[config.mk]
export PLATFORM = sky130hd
export DESIGN_NAME = adc_conversion_control_port
export DESIGN_NICKNAME = d
export VERILOG_FILES = /design/src/hdl/unused_placeholder_note.sv /design/src/common/adc_ctrl_pkg.sv /design/src/hdl/cfg_shift_port.sv /design/src/hdl/adc_conversion_control_port.sv
export SDC_FILE = /design/constraint.sdc
export NUM_CORES = 1
export LEC_CHECK = 0
export BUFFER_PORTS_ARGS = -buffer_cell sky130_fd_sc_hd__buf_2
export CORE_MARGIN = 2
export CORE_UTILIZATION = 30
export CTS_BUF_LIST = sky130_fd_sc_hd__clkbuf_8 sky130_fd_sc_hd__clkbuf_16
export DETAILED_ROUTE_END_ITERATION = 7
export GPL_ROUTABILITY_DRIVEN = 0
export GPL_TIMING_DRIVEN = 0
export PLACE_DENSITY = 0.5
export SYNTH_ARGS = -nofsm -noshare
export SYNTH_HDL_FRONTEND = slang
export SYNTH_HIERARCHICAL = 1
export SYNTH_SLANG_ARGS = --single-unit
[constraint.sdc]
create_clock -name MCLK_IN -period 9.9 [get_ports MCLK_IN]
set_input_delay 2.475 -clock MCLK_IN [delete_from_list [all_inputs] [get_ports MCLK_IN]]
set_output_delay 2.475 -clock MCLK_IN [all_outputs]
set_load 0.01 [all_outputs]
[src/hdl/unused_placeholder_note.sv]
// Intentionally empty compilation unit
`timescale 1ns/1ps
`default_nettype none
`default_nettype wire

[src/common/adc_ctrl_pkg.sv]
// Shared constants and carrier types for the converter control port
package adc_ctrl_pkg;

    // ========================================
    // Interface modes
    // ========================================
    localparam logic [1:0] MODE_SERIAL = 2'h3;

    // ========================================
    // Timing
    // ========================================
    localparam int CLK_PERIOD_NS = 40;
    localparam int CONV_TIME_NS = 1500;
    localparam int CAL_TIME_NS = 4000;
    // Least times round up to whole cycles
    localparam int CONV_CYCLES = (CONV_TIME_NS + CLK_PERIOD_NS - 1) / CLK_PERIOD_NS;
    localparam int CAL_CYCLES = (CAL_TIME_NS + CLK_PERIOD_NS - 1) / CLK_PERIOD_NS;
    localparam int TIMER_BITS = 12;

    // ========================================
    // Result and configuration word
    // ========================================
    localparam int RESULT_BITS = 18;
    localparam int SHARED_LO_BIT = 16;
    localparam int SHARED_HI_BIT = 17;
    localparam int CFG_BITS = 2;
    localparam int CFG_TEN_POS = 1;
    localparam int CFG_BIP_POS = 0;
    localparam logic [1:0] CFG_RESET = 2'h0;

    // ========================================
    // Pin synchroniser lanes
    // ========================================
    localparam int SYNC_LANES = 11;

    typedef struct packed {
        logic range_10v;
        logic signed_range;
    } range_t;

    typedef struct packed {
        logic ref_enable;
        logic buffer_enable;
        logic ext_ref_buffered;
    } ref_state_t;

    typedef enum {
        ST_IDLE,
        ST_HELD,
        ST_CAL,
        ST_CONV
    } conv_state_t;

endpackage : adc_ctrl_pkg

[src/hdl/cfg_shift_port.sv]
// Serial configuration shifter fed by synchronised port pins
`timescale 1ns/1ps
`default_nettype none
module cfg_shift_port #(
    parameter int WIDTH = 2
) (
    input wire logic clk,
    input wire logic rst,
    input wire logic ce,
    input wire logic accept,
    input wire logic port_clock,
    input wire logic port_data,
    input wire logic port_enable,
    input wire logic edge_invert,
    output logic [WIDTH-1:0] cfg_word
);

    // ========================================
    // Edge detection
    // ========================================
    logic clock_prev;
    logic enable_prev;
    logic [WIDTH-1:0] shift;
    logic [7:0] bit_count;
    wire live = accept & port_enable;
    wire rise = port_clock & ~clock_prev;
    wire fall = ~port_clock & clock_prev;
    // Host updates on one edge, so sample on the other
    wire sample = live & (edge_invert ? rise : fall);
    wire frame_end = accept & enable_prev & ~port_enable;
    wire full = bit_count >= 8'(WIDTH);
    wire [WIDTH-1:0] next_shift = {shift[WIDTH-2:0], port_data};

    // ========================================
    // Shift and commit
    // ========================================
    always_ff @(posedge clk or posedge rst) begin
        if (rst) begin
            clock_prev <= 1'b0;
            enable_prev <= 1'b0;
            shift <= '0;
            bit_count <= 8'h00;
            cfg_word <= adc_ctrl_pkg::CFG_RESET;
        end else if (ce) begin
            clock_prev <= port_clock;
            enable_prev <= port_enable;
            if (!live) begin
                bit_count <= 8'h00;
            end else if (sample) begin
                shift <= next_shift;
                bit_count <= full ? bit_count : bit_count + 8'h01;
            end
            // Short frames are dropped, stored word kept
            if (frame_end && full) begin
                cfg_word <= shift;
            end
        end
    end

endmodule : cfg_shift_port
`default_nettype wire

[src/hdl/adc_conversion_control_port.sv]
// Digital control side of a sampling converter
// How it works
// - Modes 0 to 2: shared pins drive parallel result bits 16 and 17.
// - Serial mode: config clock samples config data, edge picked by invert pin.
// - Serial mode: config port works only while its enable is asserted.
// - Busy rises at conversion start, falls once result is latched.
// - Parallel modes: ten-volt pin selects the 10 V range.
// - Serial mode, pin select high: ten-volt pin high selects 10 V.
// - Serial mode, pin select low: range comes from config port only.
// - Parallel modes: bipolar pin selects the bipolar range.
// - Serial mode, pin select high: bipolar pin high selects bipolar.
// - Output bus enabled only while chip select and read are both low.
// - Serial slave clock edges count only while chip select is low.
// - Reset pin high holds the device and aborts any conversion.
// - Reset falling edge starts calibration, busy high until it ends.
// - Power-down finishes current conversion, then refuses new starts.
// - Falling edge of conversion start holds the sample and converts.
// - Internal reference on only when both reference power-downs are low.
// - Buffer enabled while buffer power-down low, off when high.
// - Buffer low, reference high: external reference through internal buffer.
// - Config data accepted only while pin select is low.
// - Invert low: data updates on rising edge; high: on falling edge.
`timescale 1ns/1ps
`default_nettype none
module adc_conversion_control_port #(
    parameter int CONV_CYCLES = adc_ctrl_pkg::CONV_CYCLES,
    parameter int CAL_CYCLES = adc_ctrl_pkg::CAL_CYCLES
) (
    input wire logic MCLK_IN,
    input wire logic RST_IN,
    input wire logic CE_IN,
    input wire logic [1:0] MODE_IN,
    input wire logic CONVERSION_START_N_IN,
    input wire logic DEVICE_RESET_IN,
    input wire logic POWER_DOWN_REQUEST_IN,
    input wire logic CS_N_IN,
    input wire logic RD_N_IN,
    input wire logic RANGE_10V_SELECT_IN,
    input wire logic SIGNED_RANGE_SELECT_IN,
    input wire logic PIN_OR_SERIAL_CONFIG_SELECT_IN,
    input wire logic CLOCK_EDGE_INVERT_IN,
    input wire logic REF_POWER_DOWN_IN,
    input wire logic REF_BUFFER_POWER_DOWN_IN,
    input wire logic SERIAL_DATA_CLOCK_IN,
    input wire logic [17:0] CORE_RESULT_IN,
    input wire logic SHARED_PIN_16_IN,
    input wire logic SHARED_PIN_17_IN,
    input wire logic CFG_PORT_DATA_IN,
    output logic SHARED_PIN_16_OUT,
    output logic SHARED_PIN_16_OE_OUT,
    output logic SHARED_PIN_17_OUT,
    output logic SHARED_PIN_17_OE_OUT,
    output logic BUSY_OUT,
    output logic SAMPLE_HOLD_OUT,
    output logic CALIBRATING_OUT,
    output logic POWERED_DOWN_OUT,
    output logic OUTPUT_BUS_ENABLE_OUT,
    output logic SERIAL_CLOCK_EDGE_OUT,
    output logic [17:0] RESULT_OUT,
    output logic RANGE_10V_OUT,
    output logic SIGNED_RANGE_OUT,
    output logic REF_ENABLE_OUT,
    output logic REF_BUFFER_ENABLE_OUT,
    output logic EXT_REF_BUFFERED_OUT
);

    // ========================================
    // Pin synchronisers
    // ========================================
    localparam int N = adc_ctrl_pkg::SYNC_LANES;

    wire [N-1:0] raw_pins = {
        CONVERSION_START_N_IN,
        DEVICE_RESET_IN,
        POWER_DOWN_REQUEST_IN,
        CS_N_IN,
        RD_N_IN,
        RANGE_10V_SELECT_IN,
        SIGNED_RANGE_SELECT_IN,
        PIN_OR_SERIAL_CONFIG_SELECT_IN,
        CLOCK_EDGE_INVERT_IN,
        SERIAL_DATA_CLOCK_IN,
        SHARED_PIN_16_IN
    };

    logic [N-1:0] sync_stage1;
    logic [N-1:0] sync_pins;
    logic pin17_stage1;
    logic pin17_sync;
    logic [1:0] mode_stage1;
    logic [1:0] mode_sync;

    // Only the second stage is ever read downstream
    always_ff @(posedge MCLK_IN or posedge RST_IN) begin
        if (RST_IN) begin
            sync_stage1 <= 11'h000;
            sync_pins <= 11'h000;
        end else if (CE_IN) begin
            sync_stage1 <= raw_pins;
            sync_pins <= sync_stage1;
        end
    end

    always_ff @(posedge MCLK_IN or posedge RST_IN) begin
        if (RST_IN) begin
            pin17_stage1 <= 1'b0;
            pin17_sync <= 1'b0;
            mode_stage1 <= 2'h0;
            mode_sync <= 2'h0;
        end else if (CE_IN) begin
            pin17_stage1 <= SHARED_PIN_17_IN;
            pin17_sync <= pin17_stage1;
            mode_stage1 <= MODE_IN;
            mode_sync <= mode_stage1;
        end
    end

    wire conversion_start_n_n = sync_pins[10];
    wire dev_reset = sync_pins[9];
    wire pd_req = sync_pins[8];
    wire cs_n = sync_pins[7];
    wire rd_n = sync_pins[6];
    wire ten_pin = sync_pins[5];
    wire bip_pin = sync_pins[4];
    wire hw_select = sync_pins[3];
    wire edge_inv = sync_pins[2];
    wire data_clk = sync_pins[1];
    wire pin16 = sync_pins[0];

    // ========================================
    // Mode decode
    // ========================================
    wire serial_mode = mode_sync == adc_ctrl_pkg::MODE_SERIAL;
    wire pin_config = ~serial_mode | hw_select;
    // Shared pins carry port clock and enable
    wire cfg_port_clock = pin16;
    wire cfg_port_enable = pin17_sync;
    logic cfg_data_stage1;
    logic cfg_data_sync;
    // Config data pin crosses domains like the rest
    wire cfg_port_data = cfg_data_sync;

    always_ff @(posedge MCLK_IN or posedge RST_IN) begin
        if (RST_IN) begin
            cfg_data_stage1 <= 1'b0;
            cfg_data_sync <= 1'b0;
        end else if (CE_IN) begin
            cfg_data_stage1 <= CFG_PORT_DATA_IN;
            cfg_data_sync <= cfg_data_stage1;
        end
    end

    // ========================================
    // Serial configuration port
    // ========================================
    logic [adc_ctrl_pkg::CFG_BITS-1:0] cfg_word;

    wire cfg_accept = serial_mode & ~hw_select & ~dev_reset;

    cfg_shift_port #(
        .WIDTH(adc_ctrl_pkg::CFG_BITS)
    ) u_cfg_port (
        .clk(MCLK_IN),
        .rst(RST_IN),
        .ce(CE_IN),
        .accept(cfg_accept),
        .port_clock(cfg_port_clock),
        .port_data(cfg_port_data),
        .port_enable(cfg_port_enable),
        .edge_invert(edge_inv),
        .cfg_word(cfg_word)
    );

    // ========================================
    // Range selection
    // ========================================
    adc_ctrl_pkg::range_t pin_range;
    adc_ctrl_pkg::range_t soft_range;
    adc_ctrl_pkg::range_t next_range;
    adc_ctrl_pkg::range_t range;

    assign pin_range.range_10v = ten_pin;
    assign pin_range.signed_range = bip_pin;
    assign soft_range.range_10v = cfg_word[adc_ctrl_pkg::CFG_TEN_POS];
    assign soft_range.signed_range = cfg_word[adc_ctrl_pkg::CFG_BIP_POS];
    assign next_range = pin_config ? pin_range : soft_range;

    always_ff @(posedge MCLK_IN or posedge RST_IN) begin
        if (RST_IN) begin
            range <= '0;
        end else if (CE_IN) begin
            range <= next_range;
        end
    end

    assign RANGE_10V_OUT = range.range_10v;
    assign SIGNED_RANGE_OUT = range.signed_range;

    // ========================================
    // Conversion sequencer
    // ========================================
    adc_ctrl_pkg::conv_state_t state;
    adc_ctrl_pkg::conv_state_t next_state;
    logic [adc_ctrl_pkg::TIMER_BITS-1:0] timer;
    logic conversion_start_n_prev;
    logic reset_prev;
    logic [17:0] result;

    wire in_reset = dev_reset;
    wire start_edge = conversion_start_n_prev & ~conversion_start_n_n;
    wire cal_edge = reset_prev & ~dev_reset;
    wire timer_done = timer == '0;
    wire start_ok = start_edge & ~pd_req;
    wire conv_end = state == adc_ctrl_pkg::ST_CONV && timer_done;

    always_comb begin
        next_state = state;
        case (state)
            adc_ctrl_pkg::ST_HELD: begin
                if (cal_edge) begin
                    next_state = adc_ctrl_pkg::ST_CAL;
                end
            end
            adc_ctrl_pkg::ST_CAL: begin
                if (timer_done) begin
                    next_state = adc_ctrl_pkg::ST_IDLE;
                end
            end
            adc_ctrl_pkg::ST_CONV: begin
                if (timer_done) begin
                    next_state = adc_ctrl_pkg::ST_IDLE;
                end
            end
            adc_ctrl_pkg::ST_IDLE: begin
                if (start_ok) begin
                    next_state = adc_ctrl_pkg::ST_CONV;
                end
            end
            default: begin
                next_state = adc_ctrl_pkg::ST_IDLE;
            end
        endcase
        if (in_reset) begin
            next_state = adc_ctrl_pkg::ST_HELD;
        end
    end

    wire load_conv = next_state == adc_ctrl_pkg::ST_CONV && state != adc_ctrl_pkg::ST_CONV;
    wire load_cal = next_state == adc_ctrl_pkg::ST_CAL && state != adc_ctrl_pkg::ST_CAL;
    wire [adc_ctrl_pkg::TIMER_BITS-1:0] conv_load = adc_ctrl_pkg::TIMER_BITS'(CONV_CYCLES - 1);
    wire [adc_ctrl_pkg::TIMER_BITS-1:0] cal_load = adc_ctrl_pkg::TIMER_BITS'(CAL_CYCLES - 1);

    always_ff @(posedge MCLK_IN or posedge RST_IN) begin
        if (RST_IN) begin
            state <= adc_ctrl_pkg::ST_IDLE;
            timer <= '0;
            // Low so the zeroed sync lane gives no false start
            conversion_start_n_prev <= 1'b0;
            reset_prev <= 1'b0;
        end else if (CE_IN) begin
            state <= next_state;
            conversion_start_n_prev <= conversion_start_n_n;
            reset_prev <= dev_reset;
            if (load_conv) begin
                timer <= conv_load;
            end else if (load_cal) begin
                timer <= cal_load;
            end else if (!timer_done) begin
                timer <= timer - 1'b1;
            end
        end
    end

    always_ff @(posedge MCLK_IN or posedge RST_IN) begin
        if (RST_IN) begin
            result <= 18'h00000;
        end else if (CE_IN && conv_end && !in_reset) begin
            result <= CORE_RESULT_IN;
        end
    end

    assign BUSY_OUT = state == adc_ctrl_pkg::ST_CONV || state == adc_ctrl_pkg::ST_CAL;
    assign SAMPLE_HOLD_OUT = state == adc_ctrl_pkg::ST_CONV;
    assign CALIBRATING_OUT = state == adc_ctrl_pkg::ST_CAL;
    assign POWERED_DOWN_OUT = pd_req;
    assign RESULT_OUT = result;

    // ========================================
    // Read enable and shared pins
    // ========================================
    // both strobes low
    wire bus_enable = ~cs_n & ~rd_n;
    assign OUTPUT_BUS_ENABLE_OUT = bus_enable;

    wire drive_shared = ~serial_mode & bus_enable;
    assign SHARED_PIN_16_OUT = result[adc_ctrl_pkg::SHARED_LO_BIT];
    assign SHARED_PIN_17_OUT = result[adc_ctrl_pkg::SHARED_HI_BIT];
    assign SHARED_PIN_16_OE_OUT = drive_shared;
    assign SHARED_PIN_17_OE_OUT = drive_shared;

    // ========================================
    // Slave data clock gating
    // ========================================
    logic data_clk_prev;

    always_ff @(posedge MCLK_IN or posedge RST_IN) begin
        if (RST_IN) begin
            data_clk_prev <= 1'b0;
        end else if (CE_IN) begin
            data_clk_prev <= data_clk;
        end
    end

    wire data_clk_edge = edge_inv ? (data_clk_prev & ~data_clk) : (data_clk & ~data_clk_prev);
    assign SERIAL_CLOCK_EDGE_OUT = serial_mode & ~cs_n & data_clk_edge;

    // ========================================
    // Reference control
    // ========================================
    adc_ctrl_pkg::ref_state_t ref_state;

    assign ref_state.ref_enable = ~REF_POWER_DOWN_IN & ~REF_BUFFER_POWER_DOWN_IN;
    assign ref_state.buffer_enable = ~REF_BUFFER_POWER_DOWN_IN;
    assign ref_state.ext_ref_buffered = REF_POWER_DOWN_IN & ~REF_BUFFER_POWER_DOWN_IN;

    // Static straps, still registered for clean outputs
    adc_ctrl_pkg::ref_state_t ref_reg;

    always_ff @(posedge MCLK_IN or posedge RST_IN) begin
        if (RST_IN) begin
            ref_reg <= '0;
        end else if (CE_IN) begin
            ref_reg <= ref_state;
        end
    end

    assign REF_ENABLE_OUT = ref_reg.ref_enable;
    assign REF_BUFFER_ENABLE_OUT = ref_reg.buffer_enable;
    assign EXT_REF_BUFFERED_OUT = ref_reg.ext_ref_buffered;

endmodule : adc_conversion_control_port
`default_nettype wire

==> metrics.md <==
| Metric | Value |
|---|---|
| Final core area utilization | 38.1% |
| First DRT Iteration DRCs | 156 |
| RSZ-0062 raised after global routing | false |
| Synth top cells by count | dfrtp_1 (114), mux2_2 (42), nor2b_1 (32) |
| Crit-path most repeated cell | nor2_1 |
| Vias per cell | 4.53 |
| Cells after DPL | 659 |
| Comb pwr share | 14.0% |
| Detailed Place HPWL | approximately 6700 um |
| Max FO, Critical Path | 5 |
| Clk_lat worst skew | roughly 400 ps |
| Sw frac | 25.5% |
| Post-route ant nets | 0 |
| Fillers | 1583 |
| Max Cap Viol | 0 |
| Core box area | between 15000 and 20000 sq um |
| Syn Nets | between 400 and 500 |
| Mapped cell area | 4810 sq um |
| Setup crit start | state[11] |
| Min-Delay Startpoint | u_cfg_port/shift[1] |
| Crit path capture type | primary output |
| Int Pwr | just under 1 mW |
| Clk pin slew, worst setup/hold paths | 50 ps |
| Nets | about 500 |
| Top delay family on crit path | simple AND/OR/NAND/NOR gates |
| CTS Buf Count | 17 |
| Post-CTS setup buffers | 0 |
| Synth Area per Inst | around 13 sq um |
| Synth top area share | between 50 and 60% |
| Status | completed |
| # rows | 46 |
| Routed len/inst | 14.1 um |
| Routed met1 length | 4610 um |
| Ys flop type | dfrtp_1 |
| Setup TNS | 0 ps |
| Pwr/cell area | around 220 nW/um^2 |
| Fin. max-slew vios | 0 |
| Leakage | roughly 3 nW |
| Final Critical Period | about 4600 ps |
| Met3 routed WL | 440 um |
| Worst Skew | 6.99 ps |
| Highest routed layer | met4 |
| Clock power frac | 43.3% |
| Initial antenna violation count | 0 |
| Final Hold Fails | 0 |
| Die area | 17100 sq um |
| Multi-input gate area | approximately 1800 sq um |
| Sequential area share after synthesis | 59.3% |
| Die width | 131 um |
| Die H | 131 um |
| Most area-hungry cell type in the Yosys netlist | dfrtp_1 |
| TritonCTS clock tree | built |
| First drt pass iteration count | 4 |
| Number of port buffers | 70 |
| Most frequent cell after synthesis | dfrtp_1 |
| EDFF count, synth | 0 |
| Post-CTS Resized | 0 |
| # IOs | 71 |
| Vias in the first global route | 3202 |
| Buf+Inv Stages, Crit Path | 1 |
| Total net switching power | 0.335 mW |
| Critical Path Start Type | flop |
| Critical path's slowest cell | dfrtp_1 |
| Setup CP Type | reg -> out |
| Largest net degree at the start of global routing | 56 |
| DR vias | 3129 |
| Setup WS post-layout | 5310 ps |
| CP Cell Sequence | nor4_1 -> nand4_1 -> nor2_1 -> nand2_1 -> nor2_1 -> buf_2 |
| Fin cells | 690 |
| CTS H-Tree Depth | 4 |
| Cell Area, Placed | about 5500 sq um |
| CTS max path bufs | 2 |
| DRC Markers | 0 |
| WP data required | 7430 ps |
| Ant. Diodes | 0 |
| Async SR Flop Fraction | 100% |
| Peak VDD IR | ~120 uV |
| Layout cells sized above 1 | between 30% and 40% |
| Pwr Total | ~1.3 mW |
| Starting Density | 30.5% |
| GRT Overall Usage | 12.6% |
| Relative slew margins | 37.3% |
| Distinct cells, synth | 52 |
| Max incr delay on CP | 380 ps |
| Place WS | 5700 ps |
| Number of hold buffers added after cts | 0 |
| Fin area | 6010 sq um |
| Worst R2R Start | timer[3] |
| Synth top area cells | dfrtp_1 (59%), mux2_2 (9.8%), nor2b_1 (4.2%), mux2_4 (3.1%), o21ai_0 (2.1%) |
| Worst slew pin tran | 934 ps |
| Synth Register Bits | 114 |
| Register area | 2850 sq um |
| Grt total ovfl | 0 |
| Data arrival, critical path | 2110 ps |
| Metal2 WL | 4540 um |
| Fmax | 218 MHz |
| First-pass GRT wire length | 16300 um |
| CTS Root Cell | clkbuf_16 |
| Final setup viols | 0 |
| Final WL | roughly 9700 um |
| Period Utilization, post-route | 46.3% |
| Yosys Warn Count | 6 |
| Cells after Synth | around 370 |
| Hold crit path type | reg -> reg |
| Seq pwr share | 42.7% |
| TritonCTS Sinks | 114 |
| P&R area growth vs syn | 25.1% |
| WHS | approximately 480 ps |
-- cell type report --
cell class | instances | area share, %
inverter | 14 | 0.915
timing repair buffer | 71 | 6.28
clock buffer | 19 | 7.53
clock inverter | 12 | 1.71
buffer | 16 | 1.87
multi-input combinational | 228 | 29.8
sequential | 114 | 47.4
tap | 216 | 4.49
-- cell families after synthesis --
kind of cell	Yosys count	share of synthesized area (%)
mux	59	14.5
buf+inv	30	3.43
compound gates	49	6.77
flops	114	59.3
simple gates	117	15.2
fa+ha+maj	3	0.781
-- flip-flops by register name, indices dropped and copies added, names as in the netlist, 2 cells and up --
name	flops
state	32
RESULT_OUT	18
timer	12
sync_pins	11
sync_stage1	11
u_cfg_port/bit_count	8
mode_stage1	2
mode_sync	2
u_cfg_port/cfg_word	2
u_cfg_port/shift	2
-- metal layers --
layer / up-vias / track usage [%]
met2: 73 / 19.4
met1: 1550 / 16.6
li1: 1491 / -
met4: 0 / 4.88
met5: - / 0
met3: 15 / 3.99
-- worst paths after layout --
kind | end | cells after the start | slack, ps
worst max-delay path | CALIBRATING_OUT | 6 | 5310
worst min-delay path | u_cfg_port/shift[1] | 1 | 480
min in group asynchronous | u_cfg_port/bit_count[0] | 2 | 2130
worst min register to register | u_cfg_port/shift[1] | 1 | 480
max in group asynchronous | cfg_data_sync | 3 | 7060
worst max register to register | RESULT_OUT[0] | 8 | 7160
-- placed cells by master, fill, tap and decap left out, types with 8 or more instances in the layout --
cell,synthesis,final
mux2_4,10,10
clkbuf_1,9,9
nor4_1,8,8
and2_1,8,8
nor2_1,16,16
clkbuf_16,0,17
buf_2,0,70
mux2_2,42,42
a21oi_1,8,8
nand2_1,13,13
o21ai_0,20,20
inv_1,14,19
nor2b_1,32,32
dfrtp_1,114,114
nor3_1,9,9
-- power groups by stage --
stage	sequential, mW	clock (mW)	combinational [mW]
floorplan	0.558	0	0.136
global placement	0.566	0	0.181
detailed placement	0.568	0	0.186
CTS	0.561	0.588	0.187
global route	0.569	0.609	0.209
finish	0.561	0.569	0.185
-- worst register-to-register path, delay by kind of cell (launching register included) --
family	cells	cell delay, ps
flip-flops	1	440
AND/OR/NAND/NOR	5	1530
multiplexers	1	300
buffers and inverters	2	320
(Power assumes the default switching activity.)
